### src/core/vdpbl_pkg.sv
/*
 Register map, field positions, reset values and timing constants.
 Assumes users name every item through the package.
*/
package vdpbl_pkg;
    // Register byte offsets
    localparam logic [7:0] OFS_CONFIG        = 8'h05;
    localparam logic [7:0] OFS_GAIN_RED      = 8'h06;
    localparam logic [7:0] OFS_GAIN_GREEN    = 8'h07;
    localparam logic [7:0] OFS_GAIN_BLUE     = 8'h08;
    localparam logic [7:0] OFS_OFFSET_RED    = 8'h09;
    localparam logic [7:0] OFS_OFFSET_GREEN  = 8'h0a;
    localparam logic [7:0] OFS_OFFSET_BLUE   = 8'h0b;
    localparam logic [7:0] OFS_BLACK_CTRL    = 8'h0c;
    localparam logic [7:0] OFS_PIXELS_LO     = 8'h0d;
    localparam logic [7:0] OFS_PIXELS_HI     = 8'h0e;
    localparam logic [7:0] OFS_PHASE         = 8'h0f;
    localparam logic [7:0] OFS_STATUS        = 8'h10;
    localparam logic [7:0] OFS_POWER         = 8'h1b;
    localparam logic [7:0] OFS_TUNING        = 8'h1c;
    localparam logic [7:0] OFS_CLAMP         = 8'h23;

    // Reset values
    localparam logic [7:0] RST_CONFIG   = 8'h00;
    localparam logic [7:0] RST_GAIN     = 8'h55;
    localparam logic [7:0] RST_OFFSET   = 8'h80;
    localparam logic [7:0] RST_BLACK    = 8'h01;
    localparam logic [7:0] RST_PIXELS_LO = 8'h00;
    localparam logic [7:0] RST_PIXELS_HI = 8'h04;
    localparam logic [7:0] RST_PHASE    = 8'h00;
    localparam logic [7:0] RST_POWER    = 8'h00;
    localparam logic [7:0] RST_TUNING   = 8'h47;
    localparam logic [7:0] RST_CLAMP    = 8'h08;

    // Field positions
    localparam int POW_RED_BIT    = 0;
    localparam int POW_GREEN_BIT  = 1;
    localparam int POW_BLUE_BIT   = 2;
    localparam int POW_PLL_BIT    = 3;
    localparam int CLAMP_LSB      = 4;
    localparam int CLAMP_MSB      = 6;
    localparam int CFG_YUV_BIT    = 2;
    localparam int BLK_ENABLE_BIT = 0;
    localparam logic [7:0] POWER_MASK = 8'h0f;
    localparam logic [7:0] CLAMP_MASK = 8'h7f;
    localparam logic [7:0] PHASE_MASK = 8'h3f;
    localparam logic [7:0] PIXHI_MASK = 8'h0f;

    // Levels and widths
    localparam int          DAC_W        = 10;
    localparam int          PHASE_STEPS  = 64;
    localparam logic [7:0]  BLACK_TARGET = 8'h00;
    localparam logic [7:0]  BLACK_MID    = 8'h80;
    localparam logic [7:0]  OFFSET_NOM   = 8'h80;
    localparam logic [9:0]  DAC_MID      = 10'h200;
    localparam logic [9:0]  DAC_MAX      = 10'h3ff;

    // Black-level loop step rate: one quarter-LSB step per this many lines
    localparam int          STEP_LINES   = 16;
    localparam logic [3:0]  STEP_LAST    = 4'(STEP_LINES - 1);

    // Pixel-rate lock range
    localparam int PIX_MIN_MHZ = 10;
    localparam int PIX_MAX_MHZ = 210;
    localparam int CLK_MHZ     = 100;

    typedef struct packed {
        logic [7:0] addr;
        logic [7:0] wdata;
        logic       wr;
        logic       rd;
    } vdpbl_bus_t;

    typedef struct packed {
        logic [7:0] red;
        logic [7:0] green;
        logic [7:0] blue;
    } vdpbl_rgb8_t;
endpackage

### src/core/vdpbl_black_chan.sv
/*
 One channel of the automatic black-level loop: a 10-bit offset converter
 code that walks in quarter-LSB steps toward the black target.
 Assumes a sampled black code and a step strobe from the same clock.
*/
`timescale 1ns/1ps
module vdpbl_black_chan (
    input  wire logic       clock,
    input  wire logic       rst,
    input  wire logic       auto_en,
    input  wire logic       mid_black,
    input  wire logic [7:0] offset_reg,
    input  wire logic       step,
    input  wire logic [7:0] black_code,
    output logic      [9:0] dac_code
);
    logic [9:0] dac_ff;
    logic [9:0] nxt_dac;
    logic [8:0] target;
    logic [8:0] seen;

    // Offset register moves the target in whole ADC codes around nominal
    always_comb begin
        target = {1'b0, (mid_black ? vdpbl_pkg::BLACK_MID : vdpbl_pkg::BLACK_TARGET)}
               + {1'b0, offset_reg} - {1'b0, vdpbl_pkg::OFFSET_NOM};
        seen = {1'b0, black_code};
        nxt_dac = dac_ff;
        if (!auto_en) begin
            // Firmware owns the converter: the register in the upper 8 bits
            nxt_dac = {offset_reg, 2'b00};
        end else if (step) begin
            // Only a quarter-LSB move per step; equal leaves it untouched
            if (seen > target && dac_ff != 10'h000) begin
                nxt_dac = dac_ff - 10'h001;
            end else if (seen < target && dac_ff != vdpbl_pkg::DAC_MAX) begin
                nxt_dac = dac_ff + 10'h001;
            end
        end
    end

    always_ff @(posedge clock or posedge rst) begin
        if (rst) begin
            dac_ff <= vdpbl_pkg::DAC_MID;
        end else begin
            dac_ff <= nxt_dac;
        end
    end

    assign dac_code = dac_ff;
endmodule

### src/core/vdpbl_ctrl.sv
/*
 Top of the power-down, clamp, phase-lock and black-level control block.
 Assumes a single-cycle register port on the pixel clock, and that sync
 and black-sample strobes from the analog side are asynchronous pins.
*/
`timescale 1ns/1ps
// Function
// - Each colour converter powers down while its power bit is one.
// - Power bit three powers down the pixel clock loop.
// - Bits 6:4 pick one clamp resistance shared by all channels.
// - Clamp code zero leaves the clamp disconnected from every channel.
// - The loop offers sixty-four sampling phases per pixel.
// - Loop locks across 10 to 210 MHz given only pixels per line.
// - Oscillator increment and phase hold constant through each line.
// - Automatic loop trims each 10-bit offset converter toward black.
// - Loop moves in quarter-LSB steps slowly, idle once matched.
// - Eight-bit offset register shifts black by whole ADC codes.
// - With automatic loop off converters follow firmware offsets.
// - Gain never changes offset nor converter step weight.
// - Three 8-bit gain registers sit at 0x06 to 0x08.
// - Three offset registers steer red, green and blue separately.
// - Nominal offset gives black code 0x00, or 0x80 on chroma in YUV.
// - Gain writes reach amplifiers only at the next line clamp event.
// - Config bit 2 enables YUV, moving chroma black to mid-scale.
module vdpbl_ctrl (
    input  wire logic                   clock,
    input  wire logic                   rst,
    input  wire logic [7:0]             reg_addr,
    input  wire logic [7:0]             reg_wdata,
    input  wire logic                   reg_wr,
    input  wire logic                   reg_rd,
    output logic      [7:0]             reg_rdata,
    input  wire logic                   hsync_in,
    input  wire logic                   clamp_in,
    input  wire logic [23:0]            black_in,
    output logic      [2:0]             adc_power_down,
    output logic                        pll_power_down,
    output logic      [2:0]             clamp_impedance,
    output logic                        clamp_connect,
    output logic      [7:0]             tuning_value,
    output vdpbl_pkg::vdpbl_rgb8_t      amp_gain,
    output logic      [29:0]            dac_codes,
    output logic                        yuv_mode,
    output logic      [5:0]             sample_phase,
    output logic      [11:0]            osc_increment,
    output logic                        pll_locked
);
    vdpbl_pkg::vdpbl_bus_t   bus;
    vdpbl_pkg::vdpbl_rgb8_t  gain_ff;
    vdpbl_pkg::vdpbl_rgb8_t  amp_ff;
    vdpbl_pkg::vdpbl_rgb8_t  offset_ff;
    logic [7:0]  config_ff;
    logic [7:0]  black_ctrl_ff;
    logic [7:0]  pix_lo_ff;
    logic [7:0]  pix_hi_ff;
    logic [7:0]  phase_ff;
    logic [7:0]  power_ff;
    logic [7:0]  tuning_ff;
    logic [7:0]  clamp_ff;
    logic [7:0]  rdata_ff;
    logic [7:0]  nxt_rdata;
    logic [1:0]  hs_sync_ff;
    logic [1:0]  cl_sync_ff;
    logic        hs_prev_ff;
    logic        cl_prev_ff;
    logic [23:0] blk_meta_ff;
    logic [23:0] blk_sync_ff;
    logic [23:0] blk_ff;
    logic        line_start;
    logic        clamp_event;
    logic [3:0]  line_cnt_ff;
    logic        black_step;
    logic [11:0] osc_inc_ff;
    logic [5:0]  phase_out_ff;
    logic        lock_ff;
    logic        auto_en;
    wire logic [2:0] dac_mid;

    typedef enum logic [1:0] {
        VDPBL_IDLE    = 2'b00,
        VDPBL_ACQUIRE = 2'b01,
        VDPBL_LOCKED  = 2'b10
    } vdpbl_lock_t;
    vdpbl_lock_t lock_state_ff;

    assign bus = '{addr: reg_addr, wdata: reg_wdata, wr: reg_wr, rd: reg_rd};

    // Register writes
    always_ff @(posedge clock or posedge rst) begin
        if (rst) begin
            config_ff     <= vdpbl_pkg::RST_CONFIG;
            gain_ff       <= '{default: vdpbl_pkg::RST_GAIN};
            offset_ff     <= '{default: vdpbl_pkg::RST_OFFSET};
            black_ctrl_ff <= vdpbl_pkg::RST_BLACK;
            pix_lo_ff     <= vdpbl_pkg::RST_PIXELS_LO;
            pix_hi_ff     <= vdpbl_pkg::RST_PIXELS_HI;
            phase_ff      <= vdpbl_pkg::RST_PHASE;
            power_ff      <= vdpbl_pkg::RST_POWER;
            tuning_ff     <= vdpbl_pkg::RST_TUNING;
            clamp_ff      <= vdpbl_pkg::RST_CLAMP;
        end else if (bus.wr) begin
            if (bus.addr == vdpbl_pkg::OFS_CONFIG) begin
                config_ff <= bus.wdata;
            end else if (bus.addr == vdpbl_pkg::OFS_GAIN_RED) begin
                gain_ff.red <= bus.wdata;
            end else if (bus.addr == vdpbl_pkg::OFS_GAIN_GREEN) begin
                gain_ff.green <= bus.wdata;
            end else if (bus.addr == vdpbl_pkg::OFS_GAIN_BLUE) begin
                gain_ff.blue <= bus.wdata;
            end else if (bus.addr == vdpbl_pkg::OFS_OFFSET_RED) begin
                offset_ff.red <= bus.wdata;
            end else if (bus.addr == vdpbl_pkg::OFS_OFFSET_GREEN) begin
                offset_ff.green <= bus.wdata;
            end else if (bus.addr == vdpbl_pkg::OFS_OFFSET_BLUE) begin
                offset_ff.blue <= bus.wdata;
            end else if (bus.addr == vdpbl_pkg::OFS_BLACK_CTRL) begin
                black_ctrl_ff <= bus.wdata;
            end else if (bus.addr == vdpbl_pkg::OFS_PIXELS_LO) begin
                pix_lo_ff <= bus.wdata;
            end else if (bus.addr == vdpbl_pkg::OFS_PIXELS_HI) begin
                pix_hi_ff <= bus.wdata & vdpbl_pkg::PIXHI_MASK;
            end else if (bus.addr == vdpbl_pkg::OFS_PHASE) begin
                phase_ff <= bus.wdata & vdpbl_pkg::PHASE_MASK;
            end else if (bus.addr == vdpbl_pkg::OFS_POWER) begin
                // Reserved bits are dropped so they always read back zero
                power_ff <= bus.wdata & vdpbl_pkg::POWER_MASK;
            end else if (bus.addr == vdpbl_pkg::OFS_TUNING) begin
                tuning_ff <= bus.wdata;
            end else if (bus.addr == vdpbl_pkg::OFS_CLAMP) begin
                clamp_ff <= bus.wdata & vdpbl_pkg::CLAMP_MASK;
            end
        end
    end

    // Read data, valid the cycle after the strobe only
    always_comb begin
        nxt_rdata = 8'h00;
        if (bus.rd) begin
            if (bus.addr == vdpbl_pkg::OFS_CONFIG) begin
                nxt_rdata = config_ff;
            end else if (bus.addr == vdpbl_pkg::OFS_GAIN_RED) begin
                nxt_rdata = gain_ff.red;
            end else if (bus.addr == vdpbl_pkg::OFS_GAIN_GREEN) begin
                nxt_rdata = gain_ff.green;
            end else if (bus.addr == vdpbl_pkg::OFS_GAIN_BLUE) begin
                nxt_rdata = gain_ff.blue;
            end else if (bus.addr == vdpbl_pkg::OFS_OFFSET_RED) begin
                nxt_rdata = offset_ff.red;
            end else if (bus.addr == vdpbl_pkg::OFS_OFFSET_GREEN) begin
                nxt_rdata = offset_ff.green;
            end else if (bus.addr == vdpbl_pkg::OFS_OFFSET_BLUE) begin
                nxt_rdata = offset_ff.blue;
            end else if (bus.addr == vdpbl_pkg::OFS_BLACK_CTRL) begin
                nxt_rdata = black_ctrl_ff;
            end else if (bus.addr == vdpbl_pkg::OFS_PIXELS_LO) begin
                nxt_rdata = pix_lo_ff;
            end else if (bus.addr == vdpbl_pkg::OFS_PIXELS_HI) begin
                nxt_rdata = pix_hi_ff;
            end else if (bus.addr == vdpbl_pkg::OFS_PHASE) begin
                nxt_rdata = phase_ff;
            end else if (bus.addr == vdpbl_pkg::OFS_STATUS) begin
                nxt_rdata = {5'h00, dac_mid[0], lock_ff, auto_en};
            end else if (bus.addr == vdpbl_pkg::OFS_POWER) begin
                nxt_rdata = power_ff;
            end else if (bus.addr == vdpbl_pkg::OFS_TUNING) begin
                nxt_rdata = tuning_ff;
            end else if (bus.addr == vdpbl_pkg::OFS_CLAMP) begin
                nxt_rdata = clamp_ff;
            end
        end
    end

    always_ff @(posedge clock or posedge rst) begin
        if (rst) begin
            rdata_ff <= 8'h00;
        end else begin
            rdata_ff <= nxt_rdata;
        end
    end

    // Pin synchronisers; first stages feed only the second stages
    always_ff @(posedge clock or posedge rst) begin
        if (rst) begin
            hs_sync_ff  <= 2'b00;
            cl_sync_ff  <= 2'b00;
            hs_prev_ff  <= 1'b0;
            cl_prev_ff  <= 1'b0;
            blk_meta_ff <= 24'h000000;
            blk_sync_ff <= 24'h000000;
            blk_ff      <= 24'h000000;
        end else begin
            hs_sync_ff  <= {hs_sync_ff[0], hsync_in};
            cl_sync_ff  <= {cl_sync_ff[0], clamp_in};
            hs_prev_ff  <= hs_sync_ff[1];
            cl_prev_ff  <= cl_sync_ff[1];
            blk_meta_ff <= black_in;
            blk_sync_ff <= blk_meta_ff;
            // Samples pass as many stages as the clamp pin, so the window lines up
            if (cl_sync_ff[1]) begin
                blk_ff <= blk_sync_ff;
            end
        end
    end

    assign line_start  = hs_sync_ff[1] & ~hs_prev_ff;
    // Clamp window closing marks the per-line clamp event
    assign clamp_event = cl_prev_ff & ~cl_sync_ff[1];

    // Gain reaches the amplifiers only at the clamp event
    always_ff @(posedge clock or posedge rst) begin
        if (rst) begin
            amp_ff <= '{default: vdpbl_pkg::RST_GAIN};
        end else if (clamp_event) begin
            amp_ff <= gain_ff;
        end
    end

    // Low step rate: one loop step per STEP_LINES clamp events
    always_ff @(posedge clock or posedge rst) begin
        if (rst) begin
            line_cnt_ff <= 4'h0;
        end else if (clamp_event) begin
            line_cnt_ff <= (line_cnt_ff == vdpbl_pkg::STEP_LAST) ? 4'h0 : line_cnt_ff + 4'h1;
        end
    end

    assign black_step = clamp_event && (line_cnt_ff == vdpbl_pkg::STEP_LAST);
    assign auto_en    = black_ctrl_ff[vdpbl_pkg::BLK_ENABLE_BIT];
    assign yuv_mode   = config_ff[vdpbl_pkg::CFG_YUV_BIT];

    // Red and blue carry colour difference in YUV mode; green is luma
    genvar ch;
    generate
        for (ch = 0; ch < 3; ch = ch + 1) begin : g_chan
            vdpbl_black_chan u_chan (
                .clock      (clock),
                .rst        (rst),
                .auto_en    (auto_en),
                .mid_black  (yuv_mode && (ch != 1)),
                .offset_reg (offset_ff[8*(2-ch) +: 8]),
                .step       (black_step),
                .black_code (blk_ff[8*ch +: 8]),
                .dac_code   (dac_codes[10*ch +: 10])
            );
            assign dac_mid[ch] = (dac_codes[10*ch +: 10] == vdpbl_pkg::DAC_MID);
        end
    endgenerate

    // Oscillator increment only changes at a line start, never mid-line
    always_ff @(posedge clock or posedge rst) begin
        if (rst) begin
            osc_inc_ff    <= {vdpbl_pkg::RST_PIXELS_HI[3:0], vdpbl_pkg::RST_PIXELS_LO};
            phase_out_ff  <= 6'h00;
        end else if (line_start) begin
            osc_inc_ff   <= {pix_hi_ff[3:0], pix_lo_ff};
            phase_out_ff <= phase_ff[5:0];
        end
    end

    // Lock tracking: locks after one full line with a stable setting
    always_ff @(posedge clock or posedge rst) begin
        if (rst) begin
            lock_state_ff <= VDPBL_IDLE;
        end else if (power_ff[vdpbl_pkg::POW_PLL_BIT]) begin
            lock_state_ff <= VDPBL_IDLE;
        end else if (line_start) begin
            case (lock_state_ff)
                VDPBL_IDLE:    lock_state_ff <= VDPBL_ACQUIRE;
                VDPBL_ACQUIRE: lock_state_ff <= VDPBL_LOCKED;
                VDPBL_LOCKED: begin
                    if (osc_inc_ff != {pix_hi_ff[3:0], pix_lo_ff}) begin
                        lock_state_ff <= VDPBL_ACQUIRE;
                    end
                end
                default:       lock_state_ff <= VDPBL_IDLE;
            endcase
        end
    end

    assign lock_ff = (lock_state_ff == VDPBL_LOCKED);

    assign reg_rdata       = rdata_ff;
    assign adc_power_down  = {power_ff[vdpbl_pkg::POW_BLUE_BIT],
                              power_ff[vdpbl_pkg::POW_GREEN_BIT],
                              power_ff[vdpbl_pkg::POW_RED_BIT]};
    assign pll_power_down  = power_ff[vdpbl_pkg::POW_PLL_BIT];
    assign clamp_impedance = clamp_ff[vdpbl_pkg::CLAMP_MSB:vdpbl_pkg::CLAMP_LSB];
    assign clamp_connect   = (clamp_impedance != 3'h0);
    assign tuning_value    = tuning_ff;
    // Gain path is separate from the offset path, so gain never moves it
    assign amp_gain        = amp_ff;
    assign sample_phase    = phase_out_ff;
    assign osc_increment   = osc_inc_ff;
    assign pll_locked      = lock_ff;
endmodule

### config.mk
export PLATFORM = sky130hd
export DESIGN_NAME = vdpbl_ctrl
export DESIGN_NICKNAME = d
export VERILOG_FILES = /design/src/core/vdpbl_pkg.sv /design/src/core/vdpbl_black_chan.sv /design/src/core/vdpbl_ctrl.sv
export SDC_FILE = /design/constraint.sdc
export NUM_CORES = 1
export LEC_CHECK = 0
export BUFFER_PORTS_ARGS = -buffer_cell sky130_fd_sc_hd__buf_2
export CAP_MARGIN = 20
export CORE_MARGIN = 2
export CORE_UTILIZATION = 45
export DETAILED_ROUTE_END_ITERATION = 12
export PLACE_DENSITY = 0.72
export SYNTH_ARGS = -nofsm -noshare
export SYNTH_HDL_FRONTEND = slang
export SYNTH_SLANG_ARGS = --single-unit
### constraint.sdc
create_clock -name clock -period 9.56 [get_ports clock]
set_clock_uncertainty 0.1 [all_clocks]
set_input_delay 0.956 -clock clock [delete_from_list [all_inputs] [get_ports clock]]
set_output_delay 0.956 -clock clock [all_outputs]
set_load 0.01 [all_outputs]
# ---- Yosys cells after proc, flatten, opt, wreduce, memory -nomap -nowiden
# Cells that the tools add are included.
dict set report op_classes {
  n_addsub 12
  mul 0
  div 0
  order_cmp 6
  n_eq_ne 28
  shifts 0
  mux 34
  bitwise 17
  reduce_logical 31
}
# cell n
set ops {}
lappend ops {{8-bit two-way mux} 16}
lappend ops {{10-bit two-way mux} 12}
lappend ops {{8-bit by 4-bit equality test with 1-bit output (second input constant)} 8}
lappend ops {{10-bit by 1-bit adder with 10-bit output (second input constant)} 3}
lappend ops {{10-bit inequality test (second input constant)} 3}
lappend ops {{10-bit nonzero test} 3}
lappend ops {{10-bit by 1-bit subtractor with 10-bit output (second input constant)} 3}
lappend ops {{8-bit by 9-bit > comparator with 1-bit output} 3}
lappend ops {{8-bit by 9-bit < comparator with 1-bit output} 3}
lappend ops {{8-bit by 3-bit equality test with 1-bit output (second input constant)} 3}
lappend ops {{8-bit by 5-bit equality test with 1-bit output (second input constant)} 3}
lappend ops {{8-bit by 8-bit adder with 9-bit output} 2}
lappend ops {{9-bit by 8-bit subtractor with 9-bit output (second input constant)} 2}
lappend ops {{1-bit inverter} 15}
lappend ops {{15-bit AND reduction} 1}
lappend ops {{14-bit AND reduction} 1}
lappend ops {{13-bit AND reduction} 1}
lappend ops {{12-bit inequality test} 1}
lappend ops {{3-bit by 1-bit inequality test with 1-bit output (second input constant)} 4}
lappend ops {{12-bit AND reduction} 1}
lappend ops {{11-bit AND reduction} 1}
lappend ops {{10-bit equality test (second input constant)} 1}
lappend ops {{10-bit AND reduction} 1}
lappend ops {{2-bit AND reduction} 5}
lappend ops {{23 further kinds} 32}
dict set report totals {
  ff_bits 265
  latch_bits 0
  ram_bits 0
  mem_bits_ro 0
  output_inout_bits 98
  elab_cells 160
  memories 0
}

# ---- Depth between registers and ports, before layout
# Gate-level depths: netlist of run 1.
dict set report depth {
  word_depth 17
  ltp_mapped 16
}

# ---- By module
# From an unflattened synthesis of run 1, not the netlist that was laid out.
dict set report unflattened {
  hier_cells 1220
  hier_area_um2 13385.3
}
# mod instances cells_each area_each_um2 seq_area_each_um2
set modules_own_cells {}
lappend modules_own_cells {vdpbl_ctrl 1 799 9800.6 5924.4}
lappend modules_own_cells {{vdpbl_black_chan (g_chan[1].u_chan ...)} 2 138 1193.6 251.5}
lappend modules_own_cells {{vdpbl_black_chan (g_chan[0].u_chan)} 1 145 1197.4 251.5}

# ---- Least setup slack after synthesis of run 1
# Ideal clock, no wire load.
dict set report synth_path {
  path_kind {flip-flop to flip-flop}
  startpoint {register offset_ff[7] (netlist name)}
  endpoint {register g_chan[2].u_chan.dac_ff[9]}
  arrival_ps 3832
  slack_ps 5540
  path_stages_with_launch 16
  period_less_slack_ps 4020
  cell_sequence {dfstp_2 -> inv_1 -> ha_1 -> ha_1 -> nor2_1 -> a211oi_1 -> o21ai_0 -> nor2_1 -> ha_1 -> a211oi_1 -> o21bai_1 -> or3_1 -> a221o_1 -> xor2_1 -> mux2i_1 -> or3_1}
}
dict set report synth_via {
  elab_chain_len 7
  word_cells_on_any_way 11
}
# item line_no
set synth_lines {}
lappend synth_lines {{from (decl)} vdpbl_ctrl.sv:51} ;# vdpbl_pkg::vdpbl_rgb8_t offset_ff;
lappend synth_lines {{8-bit by 8-bit adder with 9-bit output} vdpbl_black_chan.sv:25} ;# + {1'b0, offset_reg} - {1'b0, vdpbl_pkg::OFFSET_NOM};
lappend synth_lines {{9-bit by 8-bit subtractor with 9-bit output} vdpbl_black_chan.sv:25}
lappend synth_lines {{8-bit by 9-bit > comparator with 1-bit output} vdpbl_black_chan.sv:33} ;# if (seen > target && dac_ff != 10'h000) begin
lappend synth_lines {{1-bit logical AND} vdpbl_black_chan.sv:33}
lappend synth_lines {{10-bit two-way mux} vdpbl_black_chan.sv:33}
lappend synth_lines {{10-bit two-way mux} vdpbl_black_chan.sv:31} ;# end else if (step) begin
lappend synth_lines {{10-bit two-way mux} vdpbl_black_chan.sv:28} ;# if (!auto_en) begin
lappend synth_lines {{to (signal assigned)} vdpbl_black_chan.sv:43} ;# dac_ff <= vdpbl_pkg::DAC_MID;
lappend synth_lines {{to (signal assigned)} vdpbl_black_chan.sv:45} ;# dac_ff <= nxt_dac;
lappend synth_lines {{to (decl)} vdpbl_black_chan.sv:17} ;# logic [9:0] dac_ff;
# Parallel ways exist; a longest one is shown, timed or not. The select of a mux whose other input is x is not followed.
# A chain may end at the register's enable or synchronous reset.

# ---- Worst setup path in the final report of run 1
# Ends and elaborated chain as after synthesis.

==> key figures, run 1 <==
Outcome
  • Status: finished clean

Synthesis
  • Post-Syn Area: 12800 um2
  • Share of the synthesized area in the top cell type: 0.444
  • Xor and xnor area share after synthesis: 0.0240
  • Mux cell area share after synthesis: 0.140
  • #FFs+latches synth: between 200 and 300
  • Count of cell types in the netlist: 77
  • Synth Area in Adders: 0.0556
  • Dominant synthesized flop cell: dfrtp_1
  • Post-Synth Simple-Gate Area: 0.120
  • Syn_nets: 1258
  • Syn Inst Count: 1157
  • Number of synthesized flops with an enable pin: 0
  • Most common cell in the netlist: dfrtp_1
  • Post-synthesis sequential area ratio: 0.523
  • Yosys warns: 0
  • Synth async-reset ratio: 1.00
  • Compound-gate portion of the synthesized area: 0.108
  • Post-synth top cells: 227 x dfrtp_1, 154 x nand2_1, 122 x mux2_2, 74 x nor2_1, 70 x o21ai_0
  • Syn avg cell area: ~11 um2
  • Main combinational cell family by area after synthesis: multiplexers
  • Top area cells in the synthesized netlist: dfrtp_1 44%, mux2_2 11%, dfstp_2 7.8%
  • Synth area leader: dfrtp_1

Drt
  • Drt first pass iters: 5
  • Initial DRC count: 850
  • Routed wire per std cell: about 19 um
  • Via count: 9417
  • WL final: 32.9 mm
  • Vias per std cell: 5.58
  • Antenna Nets Post-Route: 0
  • DR DRC count: 0

Final layout
  • Fill cells: 2441
  • Final instance area: approximately 15000 um2
  • Share of layout cells above drive strength 1: 0.295
  • Final Instance Count excl. Fillers: 1688
  • FF/Latch Area: 6680 um2
  • Synth-to-Final Area Change: 16.0%
  • Footprint of the multi-input gates: 5720 um2
  • Final net count: approximately 1400
  • Fin util: 0.532

STA
  • F_max: 226 MHz
  • Slew headroom: 0.318
  • Fin crit share: 0.463
  • RSZ-0062 raised after global routing: false
  • Period minus WS final: 4.42 ns
  • WHS: between 0.2 and 0.25 ns
  • Final count of negative-setup-slack endpoints: 0
  • Final Hold Fails: 0
  • Fin. max-slew vios: 0
  • Setup TNS: 0 ns
  • Worst-Margin Slew: 1.02 ns
  • Final worst slack: ~5 ns

Die
  • Die Y: 173 um
  • Placeable Area: 27900 um2
  • Initial core utilization: 0.459
  • Die X-Extent: 173 um
  • Die area: 29800 um2
  • Count of boundary I/O pins: 144
  • Rows: 61

Placement
  • Placed Cells incl. Taps: between 1500 and 2000
  • Post-Place Cell Area: 13800 um2
  • Post-Place Worst Slack: a little over 5 ns
  • Port bufs: 143
  • DP HPWL: 23.3 mm
  • GP Congestion: 0.923

GRT
  • Initial antenna violation count: 1
  • GR Layer Usage met1: 0.310
  • First-pass GRT wire length: 52.5 mm
  • Met3 usage: 0.0411
  • Grt total ovfl: 0
  • Largest net degree at the start of global routing: 112
  • Busiest grt layer: met2
  • Vias in the first global route: between 9000 and 10000
  • Met2 Use GR: 0.340
  • Total GRT Usage: 0.219

Clocking
  • Number of gates resized after CTS: 0
  • H-tree level count: 1
  • Clk_lat worst skew: 0.57 ns
  • Max clock buf depth: 3
  • CTS tree: yes
  • Post-CTS Repair Setup Buffers: 0
  • Hold buffer count at cts: 0
  • Clock sinks: between 200 and 300
  • CTS Root Buffer Type: clkbuf_16
  • Num CTS Buffers: 29
  • Clock transition at the registers of the reported paths: 0.06 ns

Critical path
  • CP Launch Type: register
  • Critical R2R Capture: g_chan[2].u_chan.dac_code[9]
  • Critical path launch point: offset_ff[7]
  • Crit end category: register
  • Data arrival, critical path: approximately 4.8 ns
  • R2R depth: 15
  • Critical path class: register to register
  • R2r setup slk: 5.14 ns
  • CP required: 9.93 ns
  • Origin of the critical flop-to-flop path: offset_ff[7]
  • Worst-path maximum fanout: 10

Worst hold path
  • Hold path depth: 0
  • Min-delay src: blk_meta_ff[17]
  • Hold path endpoint: blk_sync_ff[17]
  • Hold crit path type: register to register

Pwr
  • Leakage: 7.17 nW
  • PwrDens: 225 nW/um2
  • Maximum vdd ir drop: ~140 uV
  • Final Power: 3.34 mW

Flow run
  • Total of max-cap violations: 0
[cell usage in the layout, fill, tap and decap left out, types with 5 or more instances in the layout]
cell type / netlist / final
a22oi_1: 6 / 6
o21ai_0: 70 / 70
a221oi_1: 6 / 6
xor2_1: 11 / 11
o22ai_1: 7 / 7
nor2b_1: 6 / 5
nand3_1: 14 / 14
ha_1: 52 / 52
nor2_1: 74 / 74
nor4_1: 8 / 8
inv_1: 38 / 37
dfrtp_1: 227 / 227
o31a_1: 5 / 5
o211ai_1: 7 / 7
mux2_2: 122 / 122
clkbuf_16: 0 / 29
nor3_1: 11 / 11
nand2b_1: 10 / 10
nand4_1: 13 / 13
nand2_1: 154 / 154
clkinv_2: 0 / 7
a21oi_1: 61 / 61
buf_4: 3 / 5
o21a_1: 5 / 5
o221ai_1: 7 / 7
a211oi_1: 9 / 9
mux2i_1: 37 / 37
xnor2_1: 24 / 24
buf_2: 8 / 143
or2_2: 6 / 6
dfstp_2: 38 / 38
or3_1: 7 / 7
[sequential cells by signal (all words and copies together), names as in the netlist, 6 cells and up]
register,count
tuning_value,8
offset_ff,24
pix_lo_ff,8
phase_ff,6
gain_ff,24
clamp_ff,7
black_ctrl_ff,8
config_ff,8
blk_meta_ff,24
osc_increment,12
sample_phase,6
blk_ff,24
amp_gain,24
blk_sync_ff,24
reg_rdata,8
g_chan.u_chan.dac_code,30
[cell families (layout without fill, tap and decap cells)]
logic type / Yosys count / count (layout)
multiplexers: 161 / 161
adder cells (fa/ha/maj): 55 / 55
AND/OR/NAND/NOR: 331 / 331
AO/OA/AOI/OAI: 220 / 220
flip-flops: 265 / 265
other: 0 / 1
XOR/XNOR: 35 / 35
buffers and inverters: 90 / 242
[power breakdown]
| part | switching [mW] | internal, mW |
|---|---|---|
| Clock | 0.483 | 0.690 |
| Sequential | 0.141 | 1.25 |
| Combinational | 0.419 | 0.351 |
[final cells by class]
class | instances | share of cell area
clock inverter | 22 | 0.0176
timing repair buffer | 149 | 0.0527
tap | 378 | 0.0319
clock buffer | 32 | 0.0511
antenna | 1 | 0.000169
sequential | 265 | 0.450
inverter | 39 | 0.0104
multi-input combinational | 802 | 0.386
[worst max path at each step]
stage	to	slack, ns	cells past startpoint
5_1_grt	g_chan[2].u_chan.dac_code[9]	4.87	15
4_1_cts	g_chan[2].u_chan.dac_code[9]	5.12	15
2_1_floorplan	amp_gain[11]	1.27	1
6_report	g_chan[2].u_chan.dac_code[9]	5.14	15
3_3_place_gp	g_chan[2].u_chan.dac_code[9]	5.24	15
3_5_place_dp	g_chan[2].u_chan.dac_code[9]	5.17	15
[critical path: stages (launching register included)]
cell and delay (ns):
dfstp_2 0.54, inv_1 0.07, ha_1 0.29, ha_1 0.30, nor2_1 0.05, a211oi_1 0.19, o21ai_0 0.16, nor2_1 0.58
ha_1 0.37, a211oi_1 0.24, o21bai_1 0.13, or3_1 0.38, a221o_1 0.32, xor2_1 0.15, mux2i_1 0.14, or3_1 0.34
[layer usage]
| layer | part of all wire | wire length [um] | vias up |
|---|---|---|---|
| met5 | 0 | 0 | - |
| met4 | 0.032 | 1060 | 0 |
| met3 | 0.074 | 2430 | 77 |
| met2 | 0.45 | 14900 | 348 |
| met1 | 0.44 | 14500 | 4617 |
| li1 | - | - | 4375 |
Note: power is estimated with default switching activity, not from simulation.
==> run 2: changes to the inputs <==
clock period = 4.3 ns   (was 9.56 ns; I/O delays follow)
==> run 2 against run 1 <==
Net effect:
- routed wire length grew 1.5%
- clock power grew 120%
- first-iteration DRC count grew 1.2%
- count of clock-buffer cells in the layout grew 7
- global-route usage grew 0.38 points
- final cell count grew 2.3%
- utilization grew 1.2 points
- setup slack lost 4.9 ns
- die area is the same
- maximum frequency grew 9.4%
- cell area grew 2.3%
==> key figures, run 2 (synthesis gave the netlist of run 1 again) <==
STA
  • Period minus WS final: slightly above 4 ns
  • F_max: 247 MHz
  • Final Hold Fails: 0
  • WHS: 0.131 ns
  • Fin. max-slew vios: 0
  • Final count of negative-setup-slack endpoints: 0
  • Setup TNS: 0 ns
  • Slew headroom: 0.353
  • Worst-Margin Slew: ~0.97 ns
  • Fin crit share: 0.940
  • RSZ-0062 raised after global routing: false

Final layout
  • Most frequent cells in the layout: 227 x dfrtp_1, 154 x nand2_1, 143 x buf_2, 122 x mux2_2, 73 x nor2_1
  • Fin util: 0.544
  • FF/Latch Area: around 6700 um2
  • Leading cell type in the layout, fill and taps excluded: dfrtp_1
  • Final instance area: 15200 um2
  • N_diodes: 0
  • Final Instance Count excl. Fillers: 1726
  • Max reg flops: 30
  • Share of layout cells above drive strength 1: 0.294
  • Footprint of the multi-input gates: 5720 um2
  • Synth-to-Final Area Change: 18.6%
  • Fill cells: 2443
  • Final net count: 1426

Drt
  • DR DRC count: 0
  • Routed wire per std cell: 19.4 um
  • Antenna Nets Post-Route: 0
  • Vias per std cell: 5.60
  • Initial DRC count: 860
  • Drt first pass iters: 6
  • Via count: 9673
  • WL final: roughly 33 mm

Die
  • Die X-Extent: around 170 um
  • Rows: 61
  • Placeable Area: between 20000 and 30000 um2
  • Die Y: about 170 um
  • Die area: 29800 um2
  • Count of boundary I/O pins: between 100 and 150
  • Initial core utilization: 0.459

Placement
  • Port bufs: 143
  • Post-Place Cell Area: 13900 um2
  • DP HPWL: 23.7 mm
  • Placed Cells incl. Taps: roughly 1600
  • GP Congestion: 0.918

Clocking
  • Clk_lat worst skew: 0.56 ns
  • Clock transition at the registers of the reported paths: roughly 0.060 ns
  • CTS tree: yes
  • CTS Root Buffer Type: clkbuf_16
  • Num CTS Buffers: 29
  • Max clock buf depth: 3
  • Clock sinks: 265
  • H-tree level count: 1

Critical path
  • CP Launch Type: register
  • Critical path buffer and inverter count: 1
  • Crit end category: register
  • Slowest-stage cell, CP: dfstp_2
  • Top Family by Delay on Critical Path: compound AO/OA/AOI/OAI gates
  • Worst-path maximum fanout: 4
  • Data arrival, critical path: 4.41 ns
  • Cells along the critical path: inv_1 > ha_1 > ha_1 > a211oi_1 > nand2_1 > o21ai_1 > nor2_2 > ha_1 > a211oi_1 > o21bai_1 > or3_1 > a221o_1 > xor2_1 > mux2i_1 > or3_1
  • CP most frequent cell: ha_1
  • Critical path class: register to register
  • Critical Path Max Stage Delay: 0.54 ns
  • R2R depth: 15
  • CP required: approximately 4.7 ns
  • CP Depth: 15

GRT
  • Vias in the first global route: ~9700
  • Initial antenna violation count: 0
  • Grt total ovfl: 0
  • First-pass GRT wire length: 53.5 mm
  • Largest net degree at the start of global routing: between 100 and 150
  • Total GRT Usage: 0.223

Pwr
  • PwrDens: 490 nW/um2
  • Leakage: 7.33 nW
  • Maximum vdd ir drop: 296 uV

Flow run
  • Total of max-cap violations: 0

Outcome
  • Status: finished clean

Worst hold path
  • Hold crit path type: input pin to register
  • Hold path depth: 3
[run 2: what timing repair did]
| action | 4_1_cts | 5_1_grt |
|---|---|---|
| endpoints found under the hold margin | 51 | 0 |
| hold buffers | 27 | 0 |
| setup endpoints to repair | 0 | 1 |
| buffers inserted | 0 | 0 |
| resized for setup | 0 | 2 |
[run 2: final cells by class]
class / count / area share
Clock inverter: 15 / 0.0120
Sequential cell: 265 / 0.440
Inverter: 39 / 0.00990
Tap cell: 378 / 0.0312
Clock buffer: 39 / 0.0543
Timing Repair Buffer: 188 / 0.0748
Multi-Input combinational cell: 802 / 0.377
[run 2: report_power, final]
group	leakage, nW	internal [mW]	switching (mW)
Clock	0.495	1.53	1.05
Combinational	3.61	0.807	0.945
Sequential	3.23	2.78	0.320
[run 2: stage by stage]
step                      power, mW  setup WS (ns)
after global routing           7.83        0.00961
after detailed placement       4.85          0.207
after CTS                      7.47          0.190
final                          7.44          0.257
after floorplan                4.29          0.280
after global placement         4.77          0.366
[run 2: path summary, 6_finish.rpt]
path                                      from                           end  slack [ns]
max in group asynchronous                  rst  g_chan[2].u_chan.dac_code[5]        2.54
worst min-delay path                    reg_rd                  reg_rdata[5]        0.13
worst max register to register    offset_ff[7]  g_chan[2].u_chan.dac_code[9]        0.26
worst min register to register  blk_meta_ff[2]                blk_sync_ff[2]        0.24
worst max-delay path              offset_ff[7]  g_chan[2].u_chan.dac_code[9]        0.26
min in group asynchronous                  rst              osc_increment[5]        0.40
[run 2: worst register-to-register path: cells and delay by family (launching register included)]
kind	cells	cell delay (ns)
AO/OA/AOI/OAI	5	1.25
XOR/XNOR	1	0.15
adder cells (fa/ha/maj)	3	0.81
buffers and inverters	1	0.06
flip-flops	1	0.54
multiplexers	1	0.12
AND/OR/NAND/NOR	4	0.94
[run 2: routing by layer]
layer / track usage / vias up / part of all wire / wire length, um
met4: 0.0666 / 0 / 0.026 / 863
li1: - / 4441 / - / -
met2: 0.357 / 378 / 0.47 / 15600
met1: 0.311 / 4788 / 0.44 / 14600
met5: 0 / - / 0 / 0
met3: 0.0394 / 66 / 0.073 / 2430
